`src/common/dmb_cfg.svh`:
```
// Function
// - data space is 12-bit, sixteen banks of 256 bytes, top nibble picks bank
// - banked address is bank pointer on top, instruction operand as low byte
// - bank pointer keeps four bits; upper four read zero and ignore writes
// - a dedicated instruction loads a literal straight into the bank pointer
// - writes to unbuilt banks vanish; reads from them return zero
// - arithmetic flags update as if an unbuilt-bank access had succeeded
// - full-address move carries both 12-bit addresses and ignores bank pointer
// - access select one uses bank pointer with the 8-bit operand
// - access select zero uses the access map, bank pointer ignored
// - access map low half hits bank 0 bottom, high half bank 15 top
// - access-map operation completes in two cycles without touching the pointer
// - extended-set configuration bit switches to the modified access map
// - general RAM starts at 000h, never cleared by any reset
// - control registers fill F80h through FFFh at the top of bank 15
// - unused control-register slots are unbuilt and read as zero
// - banked write to F9h with pointer 0Fh lands in program counter low
// - only two of the sixteen banks are physically built
`ifndef DMB_CFG_SVH
`define DMB_CFG_SVH

// ----------------------------------------------------------------------------
// address geometry
// ----------------------------------------------------------------------------
`define DMB_ADDR_W 12
`define DMB_BANK_W 4
`define DMB_OFF_W 8
`define DMB_DATA_W 8
`define DMB_BANK_LO 11
`define DMB_BANK_HI_POS 7

// ----------------------------------------------------------------------------
// implemented banks and map boundaries
// ----------------------------------------------------------------------------
`define DMB_BANK_GPR 4'h0
`define DMB_BANK_TOP 4'hf
`define DMB_ACC_SPLIT 8'h80
`define DMB_XMAP_LAST 8'h5f
`define DMB_BP_ADDR 12'hfe0
`define DMB_PCL_ADDR 12'hff9
`define DMB_BP_RST 4'h0
`define DMB_TOP_GPR_BASE 9'h100

// ----------------------------------------------------------------------------
// general RAM storage
// ----------------------------------------------------------------------------
`define DMB_RAM_DEPTH 384
`define DMB_RAM_IDX_W 9

// ----------------------------------------------------------------------------
// pipeline timing in clock cycles
// ----------------------------------------------------------------------------
`define DMB_ANSWER_CYC 2

`endif

```
`src/common/dmb_pkg.sv`:
```
package dmb_pkg;
`include "dmb_cfg.svh"

  // operation requested by the execute stage
  typedef enum logic [1:0] {
    DMB_OP_IDLE  = 2'h0,
    DMB_OP_READ  = 2'h1,
    DMB_OP_WRITE = 2'h3,
    DMB_OP_LOADB = 2'h2
  } dmb_op_t;

  // where a formed address lands
  typedef enum logic [2:0] {
    DMB_RG_GPR    = 3'h0,
    DMB_RG_BP     = 3'h1,
    DMB_RG_PCL    = 3'h3,
    DMB_RG_SFR    = 3'h2,
    DMB_RG_UNIMPL = 3'h6,
    DMB_RG_XMAP   = 3'h7
  } dmb_region_t;

  // one request from the execute stage
  typedef struct packed {
    dmb_op_t op;
    logic acc_sel;
    logic full_sel;
    logic [`DMB_ADDR_W-1:0] full_addr;
    logic [`DMB_OFF_W-1:0] operand;
    logic [`DMB_DATA_W-1:0] wdata;
  } dmb_req_t;

  // strobe group towards the peripheral register file
  typedef struct packed {
    logic rd;
    logic wr;
    logic [`DMB_ADDR_W-1:0] addr;
    logic [`DMB_DATA_W-1:0] wdata;
  } dmb_sfr_t;

endpackage

```
`src/core/dmb_addr_gen.sv`:
```
`timescale 1ns/1ps
`include "dmb_cfg.svh"
module dmb_addr_gen (
  // clock and reset
  input wire logic clk_sys_i,
  input wire logic resetn_i,
  // execute-stage request
  input wire dmb_pkg::dmb_req_t req_i,
  input wire logic ext_set_en_i,
  // peripheral register answer
  input wire logic [`DMB_DATA_W-1:0] sfr_rdata_i,
  input wire logic sfr_hit_i,
  // address trace
  output logic [`DMB_ADDR_W-1:0] addr_o,
  output logic xmap_o,
  // answer to execute stage
  output logic [`DMB_DATA_W-1:0] rdata_o,
  output logic done_o,
  output logic unimpl_o,
  // bank pointer view
  output logic [`DMB_DATA_W-1:0] bank_pointer_o,
  // peripheral register strobes
  output dmb_pkg::dmb_sfr_t sfr_o,
  // program counter low write
  output logic pc_low_wr_o,
  output logic [`DMB_DATA_W-1:0] pc_low_o
);
  import dmb_pkg::*;

  // ---------------------------------------------------------------------------
  // declarations
  // ---------------------------------------------------------------------------
  logic [`DMB_BANK_W-1:0] bank_pointer_r;
  logic [`DMB_ADDR_W-1:0] addr_nxt;
  logic xmap_nxt;
  dmb_region_t region_nxt;
  logic [`DMB_RAM_IDX_W-1:0] ram_idx;
  logic [`DMB_DATA_W-1:0] ram_q;
  logic acc_nxt;
  logic wr_nxt;
  logic rd_nxt;
  logic ram_we;
  logic [`DMB_BANK_W-1:0] bank_of;

  // stage one state
  logic s1_valid_r;
  logic s1_rd_r;
  dmb_region_t s1_region_r;
  logic [`DMB_DATA_W-1:0] s1_ram_q_r;
  logic [`DMB_ADDR_W-1:0] addr_r;
  logic xmap_r;
  dmb_sfr_t sfr_r;
  logic pc_low_wr_r;
  logic [`DMB_DATA_W-1:0] pc_low_r;

  // stage two state
  logic [`DMB_DATA_W-1:0] rdata_r;
  logic done_r;
  logic unimpl_r;

  // ---------------------------------------------------------------------------
  // request decode
  // ---------------------------------------------------------------------------
  // a data access is a read or a write; loading the pointer touches no memory
  assign rd_nxt = (req_i.op == DMB_OP_READ);
  assign wr_nxt = (req_i.op == DMB_OP_WRITE);
  assign acc_nxt = rd_nxt || wr_nxt;

  // ---------------------------------------------------------------------------
  // address multiplexer, same cycle as the request
  // ---------------------------------------------------------------------------
  always_comb begin
    xmap_nxt = 1'b0;
    if (req_i.full_sel) begin
      // move with full addresses never looks at the pointer
      addr_nxt = req_i.full_addr;
    end else if (req_i.acc_sel) begin
      // pointer on top, operand is the offset into the bank
      addr_nxt = {bank_pointer_r, req_i.operand};
    end else begin
      // forced map: pointer ignored, one window over two bank halves
      if (req_i.operand < `DMB_ACC_SPLIT) begin
        addr_nxt = {`DMB_BANK_GPR, req_i.operand};
      end else begin
        addr_nxt = {`DMB_BANK_TOP, req_i.operand};
      end
      // extended set hands the low window to the indexed path of the core
      if (ext_set_en_i && (req_i.operand <= `DMB_XMAP_LAST)) begin
        xmap_nxt = 1'b1;
      end
    end
  end

  // ---------------------------------------------------------------------------
  // region classification of the formed address
  // ---------------------------------------------------------------------------
  assign bank_of = addr_nxt[`DMB_BANK_LO -: `DMB_BANK_W];

  always_comb begin
    if (xmap_nxt) begin
      region_nxt = DMB_RG_XMAP;
    end else if (bank_of == `DMB_BANK_GPR) begin
      region_nxt = DMB_RG_GPR;
    end else if (bank_of == `DMB_BANK_TOP) begin
      if (!addr_nxt[`DMB_BANK_HI_POS]) begin
        region_nxt = DMB_RG_GPR;
      end else if (addr_nxt == `DMB_BP_ADDR) begin
        region_nxt = DMB_RG_BP;
      end else if (addr_nxt == `DMB_PCL_ADDR) begin
        region_nxt = DMB_RG_PCL;
      end else begin
        region_nxt = DMB_RG_SFR;
      end
    end else begin
      // only bank 0 and bank 15 are built
      region_nxt = DMB_RG_UNIMPL;
    end
  end

  // ---------------------------------------------------------------------------
  // general RAM: bank 0 whole, then the low half of bank 15
  // ---------------------------------------------------------------------------
  always_comb begin
    if (bank_of == `DMB_BANK_GPR) begin
      ram_idx = {1'b0, addr_nxt[`DMB_OFF_W-1:0]};
    end else begin
      ram_idx = `DMB_TOP_GPR_BASE | {2'b00, addr_nxt[`DMB_BANK_HI_POS-1:0]};
    end
  end

  // writes to unbuilt banks never reach storage
  assign ram_we = wr_nxt && (region_nxt == DMB_RG_GPR);

  dmb_gpr_ram u_ram (
    .clk_sys_i(clk_sys_i),
    .we_i(ram_we),
    .widx_i(ram_idx),
    .wdata_i(req_i.wdata),
    .ridx_i(ram_idx),
    .rdata_o(ram_q)
  );

  // ---------------------------------------------------------------------------
  // bank pointer: literal load or data write to its own address
  // ---------------------------------------------------------------------------
  always_ff @(posedge clk_sys_i) begin
    if (!resetn_i) begin
      bank_pointer_r <= `DMB_BP_RST;
    end else if (req_i.op == DMB_OP_LOADB) begin
      bank_pointer_r <= req_i.wdata[`DMB_BANK_W-1:0];
    end else if (wr_nxt && (region_nxt == DMB_RG_BP)) begin
      bank_pointer_r <= req_i.wdata[`DMB_BANK_W-1:0];
    end
  end

  // ---------------------------------------------------------------------------
  // stage one: address trace and access bookkeeping
  // ---------------------------------------------------------------------------
  always_ff @(posedge clk_sys_i) begin
    if (!resetn_i) begin
      s1_valid_r <= 1'b0;
      s1_rd_r <= 1'b0;
      s1_region_r <= DMB_RG_GPR;
      s1_ram_q_r <= 8'h00;
      addr_r <= 12'h000;
      xmap_r <= 1'b0;
    end else begin
      s1_valid_r <= acc_nxt;
      s1_rd_r <= rd_nxt;
      s1_region_r <= region_nxt;
      s1_ram_q_r <= ram_q;
      addr_r <= addr_nxt;
      xmap_r <= acc_nxt && xmap_nxt;
    end
  end

  // ---------------------------------------------------------------------------
  // stage one: strobes to the peripheral registers
  // ---------------------------------------------------------------------------
  always_ff @(posedge clk_sys_i) begin
    if (!resetn_i) begin
      sfr_r <= '0;
    end else begin
      // program counter low reads come back through the peripheral path
      sfr_r.rd <= rd_nxt && ((region_nxt == DMB_RG_SFR) || (region_nxt == DMB_RG_PCL));
      sfr_r.wr <= wr_nxt && (region_nxt == DMB_RG_SFR);
      sfr_r.addr <= addr_nxt;
      sfr_r.wdata <= req_i.wdata;
    end
  end

  // ---------------------------------------------------------------------------
  // stage one: program counter low write pulse
  // ---------------------------------------------------------------------------
  always_ff @(posedge clk_sys_i) begin
    if (!resetn_i) begin
      pc_low_wr_r <= 1'b0;
      pc_low_r <= 8'h00;
    end else begin
      pc_low_wr_r <= wr_nxt && (region_nxt == DMB_RG_PCL);
      if (wr_nxt && (region_nxt == DMB_RG_PCL)) begin
        pc_low_r <= req_i.wdata;
      end
    end
  end

  // ---------------------------------------------------------------------------
  // stage two: read data and completion
  // ---------------------------------------------------------------------------
  always_ff @(posedge clk_sys_i) begin
    if (!resetn_i) begin
      rdata_r <= 8'h00;
    end else if (s1_valid_r && s1_rd_r) begin
      case (s1_region_r)
        DMB_RG_GPR: begin
          rdata_r <= s1_ram_q_r;
        end
        DMB_RG_BP: begin
          rdata_r <= {4'h0, bank_pointer_r};
        end
        DMB_RG_SFR, DMB_RG_PCL: begin
          // empty slots in the register area read zero
          rdata_r <= sfr_hit_i ? sfr_rdata_i : 8'h00;
        end
        default: begin
          rdata_r <= 8'h00;
        end
      endcase
    end else begin
      rdata_r <= 8'h00;
    end
  end

  // completion is signalled for unbuilt banks too, so flags still update
  always_ff @(posedge clk_sys_i) begin
    if (!resetn_i) begin
      done_r <= 1'b0;
      unimpl_r <= 1'b0;
    end else begin
      done_r <= s1_valid_r;
      unimpl_r <= s1_valid_r && (s1_region_r == DMB_RG_UNIMPL);
    end
  end

  // ---------------------------------------------------------------------------
  // outputs
  // ---------------------------------------------------------------------------
  assign addr_o = addr_r;
  assign xmap_o = xmap_r;
  assign rdata_o = rdata_r;
  assign done_o = done_r;
  assign unimpl_o = unimpl_r;
  assign bank_pointer_o = {4'h0, bank_pointer_r};
  assign sfr_o = sfr_r;
  assign pc_low_wr_o = pc_low_wr_r;
  assign pc_low_o = pc_low_r;
endmodule // dmb_addr_gen

```
`src/core/dmb_gpr_ram.sv`:
```
`timescale 1ns/1ps
`include "dmb_cfg.svh"
module dmb_gpr_ram (
  // clock
  input wire logic clk_sys_i,
  // write port
  input wire logic we_i,
  input wire logic [`DMB_RAM_IDX_W-1:0] widx_i,
  input wire logic [`DMB_DATA_W-1:0] wdata_i,
  // read port
  input wire logic [`DMB_RAM_IDX_W-1:0] ridx_i,
  output logic [`DMB_DATA_W-1:0] rdata_o
);
  import dmb_pkg::*;

  localparam int unsigned IDX_W = `DMB_RAM_IDX_W;

  logic [`DMB_DATA_W-1:0] mem_r [`DMB_RAM_DEPTH];

  // ---------------------------------------------------------------------------
  // storage, one byte per entry, no reset so contents survive every reset
  // ---------------------------------------------------------------------------
  genvar gi;
  generate
    for (gi = 0; gi < `DMB_RAM_DEPTH; gi++) begin : g_ent
      always_ff @(posedge clk_sys_i) begin
        if (we_i && (widx_i == IDX_W'(gi))) begin
          mem_r[gi] <= wdata_i;
        end
      end
    end
  endgenerate

  // asynchronous read, the caller registers it
  assign rdata_o = mem_r[ridx_i];

endmodule // dmb_gpr_ram

```
`config.mk`:
```
export PLATFORM = sky130hd
export DESIGN_NAME = dmb_addr_gen
export DESIGN_NICKNAME = d
export VERILOG_FILES = /design/src/common/dmb_pkg.sv /design/src/core/dmb_addr_gen.sv /design/src/core/dmb_gpr_ram.sv
export VERILOG_INCLUDE_DIRS = /design/src /design/src/common
export SDC_FILE = /design/constraint.sdc
export NUM_CORES = 2
export LEC_CHECK = 0
export ABC_AREA = 1
export BUFFER_PORTS_ARGS = -buffer_cell sky130_fd_sc_hd__buf_2
export CORE_MARGIN = 2
export CORE_UTILIZATION = 40
export DETAILED_ROUTE_END_ITERATION = 6
export PLACE_DENSITY_LB_ADDON = 0.3
export SLEW_MARGIN = 20
export SYNTH_ARGS = -nofsm -noshare
export SYNTH_HDL_FRONTEND = slang
export SYNTH_SLANG_ARGS = --single-unit
```
`constraint.sdc`:
```
create_clock -name clk_sys_i -period 9.8 [get_ports clk_sys_i]
set_clock_uncertainty 0.1 [all_clocks]
set_input_delay 1.47 -clock clk_sys_i [delete_from_list [all_inputs] [get_ports clk_sys_i]]
set_output_delay 1.47 -clock clk_sys_i [all_outputs]
set_load 0.01 [all_outputs]
```
==> impl_metrics.csv <==
group,metric,value,unit
setup_path,end_kind,"flop",
clock_network,ctsResizeCount,0,
clock_network,clk_path_buf_depth,4,
global_route,grt_max_degree,165,
clock_network,post-cts-setup-buffers,0,
clock_network,cts_made_buffers,324,
detailed_routing,drc_errors,0,
setup_path,crit_type,"in -> reg",
synth,synth_cell_types,31,
global_route,antenna_found_initial,16,
pwr,p_leak,0.0537,µW
setup_path,max_stage_delay,0.71,ns
detailed_routing,avgViaCountPerCell,5.40,
setup_path,worst-path-buf-inv,5,
min_path,hold_class,"reg -> reg",
clock_network,h-tree-depth,5,
synth,yosys-top-cells-area,"edfxtp_1, nand2_1, nor2_1",
clock_network,cts_hold_buf,0,
detailed_routing,drt-total-wl,388000,µm
clock_network,clkLatencyLatePin,0.89,ns
timing,slew_violations,0,
setup_path,cp-start-kind,"input pin",
floorplan,die_width,567,µm
timing,rsz0062_at_grt,"no",
synth,ys_ff_latch,3131,
timing,min_period_over_period,0.677,
setup_path,path_common_cell,"nand2_1",
timing,hold_viol,0,
clock_network,cts.clk_slew.worst_paths,0.06,ns
place,gp_congestion,0.914,
place,pre_cts_ws,2.46,ns
floorplan,dieArea,322000,µm²
global_route,grt_pass1_vias,84226,
detailed_routing,num_vias,86599,
floorplan,core,315000,µm²
timing,setup_slack,3.17,ns
detailed_routing,wl_per_cell,24.2,µm
setup_path,crit_fanout,25,
flow_run,drv_cap,0,
synth,synth_cells,11602,
synth,synth_area_per_cell,10.9,µm²
floorplan,io_pins,106,
clock_network,cts_tree,"done",
synth,netlist_area,127000,µm²
cells_and_area,area_delta_synth_final,12.4,%
timing,worst_slew_pin_slew,1.16,ns
detailed_routing,drtIter0Drc,11524,
run_status,status,"finished, final reports clean",
setup_path,crit_path_top_delay_cell,"nand2_1",
floorplan,rows,206,
global_route,grt_use_total,0.235,
floorplan,start_util,0.403,
setup_path,crit_arrival,7.30,ns
setup_path,worst_ep_required_time,10.47,ns
clock_network,cts_root_buf,"clkbuf_16",
pwr,power_density,206,nW/µm²
synth,synth_top_area_share,0.726,
setup_path,cp_top_family,"simple AND/OR/NAND/NOR gates",
timing,max_slew_margin,0.220,
timing,finalSetupTns,0,ns
synth,yosysTopAreaCell,"edfxtp_1",
cells_and_area,drive_above_1_share,0.0709,
floorplan,dieHeight,567,µm
place,dp_hpwl,222000,µm
synth,ys_warn_count,0,
detailed_routing,firstDrtPassIters,7,
global_route,overflow,0,
global_route,grt_pass1_wl,562000,µm
clock_network,clkSinkCount,3131,
place,port-buffer-count,101,
timing,fmax,151,MHz
timing,final.min_clock_period,6.63,ns
synth,ys_seq_area_frac,0.736,
pwr,ir_worst_vdd,0.128,mV
cells_and_area,final_nets,11645,
detailed_routing,ant_nets,0,
timing,setup_viol,0,
setup_path,path_cells,"buf_2 > inv_2 > or2_1 > nand2_1 > nand2_1 > nor2_4 > buf_4 > nand2_1 > nand2_1 > inv_1 > nand2_1 > buf_4 > nor2_1 > nor2_1 > nand2_1 > nor2_1 > nand2_1 > nand2_1 > nor2_1",
## cells by family after synthesis
group | count (synthesis) | synth area share
AOI/OAI and AO/OA | 316 | 0.0126
DFF | 3131 | 0.736
other | 1 | 0.0000295
buffers and inverters | 710 | 0.0229
and+or+nand+nor | 7444 | 0.229
## power by group
group	switching, µW	internal, µW	leakage (µW)
Clock	5160	7290	0.00519
Combinational	1810	471	0.0204
Sequential	15.3	14700	0.0281
## final cells by class
class	count	area, µm²
clock buffers	398	8720
flip-flops and latches	3131	93400
fillers	28816	173000
well taps	4160	5200
repair buffers	294	2260
diodes	6	15.0
multi-input cells	7764	30900
inverters	86	324
clock inverters	185	1920
## path summary, 6_finish.rpt
path	slack, ns	cells after the start	startpoint	end
max reg2reg	3.95	18	bank_pointer_r[2]$_SDFFE_PN0P_	s1_ram_q_r[5]$_SDFF_PN0_
max	3.17	19	req_i[28]	s1_ram_q_r[5]$_SDFF_PN0_
min reg2reg	0.34	2	pc_low_o[3]$_SDFFE_PN0P_	pc_low_o[3]$_SDFFE_PN0P_
min	0.34	2	pc_low_o[3]$_SDFFE_PN0P_	pc_low_o[3]$_SDFFE_PN0P_
## metal layers
metal,GRT usage,part of all wire,wire length (µm)
met1,0.320,0.40,155000
met2,0.375,0.46,178000
met3,0.0439,0.10,40100
met4,0.0852,0.038,14800
met5,0,0.000095,37
## worst register-to-register path, cell delays in order (launching register included)
cell and delay [ns]:
dfxtp_1 0.37, nand2_1 0.08, nand3_1 0.07, o21ai_1 0.15
nand2_1 0.13, nor2_4 0.23, buf_4 0.54, nand2_1 0.21
nand2_1 0.71, inv_1 0.59, nand2_1 0.68, buf_4 0.41
nor2_1 0.10, nor2_1 0.11, nand2_1 0.06, nor2_1 0.66
nand2_1 0.35, nand2_1 0.15, nor2_1 0.04
## synthesized netlist by cell type
cell type,n
nand2_1,6092
edfxtp_1,3072
nor2_1,665
nand3_1,423
clkbuf_1,395
o21ai_0,196
buf_2,136
nand4_1,131
nor3_1,110
a21oi_1,95
buf_1,73
inv_1,67
dfxtp_1,59
buf_4,20
o21ai_1,20
nand3_2,11
inv_2,10
clkinv_1,9
nor2_2,3
or2_1,3
a22oi_1,2
a21boi_2,1
a31oi_1,1
conb_1,1
nand3b_1,1
nand4_2,1
nor2_4,1
nor3_2,1
nor4_1,1
o21ai_2,1
or2_2,1
## flip-flops by register name, indices dropped and copies added (netlist names)
name            flops
pc_low_o            8
rdata_o             8
s1_region_r         3
s1_ram_q_r          8
done_o              1
unimpl_o            1
pc_low_wr_o         1
xmap_o              1
sfr_o              22
s1_valid_r          1
s1_rd_r             1
u_ram.mem_r      3072
bank_pointer_r      4
## stage by stage
step | hold WS, ns | total power [µW] | utilization | cells | cell area [µm²]
floorplan | 0.330 | 16200 | - | 11605 | 127000
global placement | 0.329 | 17200 | 0.418 | 15435 | 132000
detailed placement | 0.334 | 17200 | 0.418 | 15435 | 132000
CTS | 0.343 | 29500 | 0.452 | 16018 | 143000
global route | 0.359 | 30300 | 0.453 | 16020 | 143000
finish | 0.345 | 29400 | 0.453 | 16024 | 143000
## placed cells by master (no fill, tap or decap), types with 12 or more instances in the layout
cell type,instances
clkinv_1,71
clkinv_2,55
nand2_1,6084
buf_2,93
nand3_1,423
a21oi_1,95
clkbuf_1,51
o21ai_0,196
buf_4,174
dfxtp_1,59
bufinv_16,36
edfxtp_1,3072
buf_12,18
inv_2,16
clkbuf_16,336
nand4_1,131
nor3_2,23
nor2_1,657
nor2_4,12
nor3_1,87
inv_1,60
o21ai_1,19
clkinvlp_4,16
(Power assumes the default switching activity.)
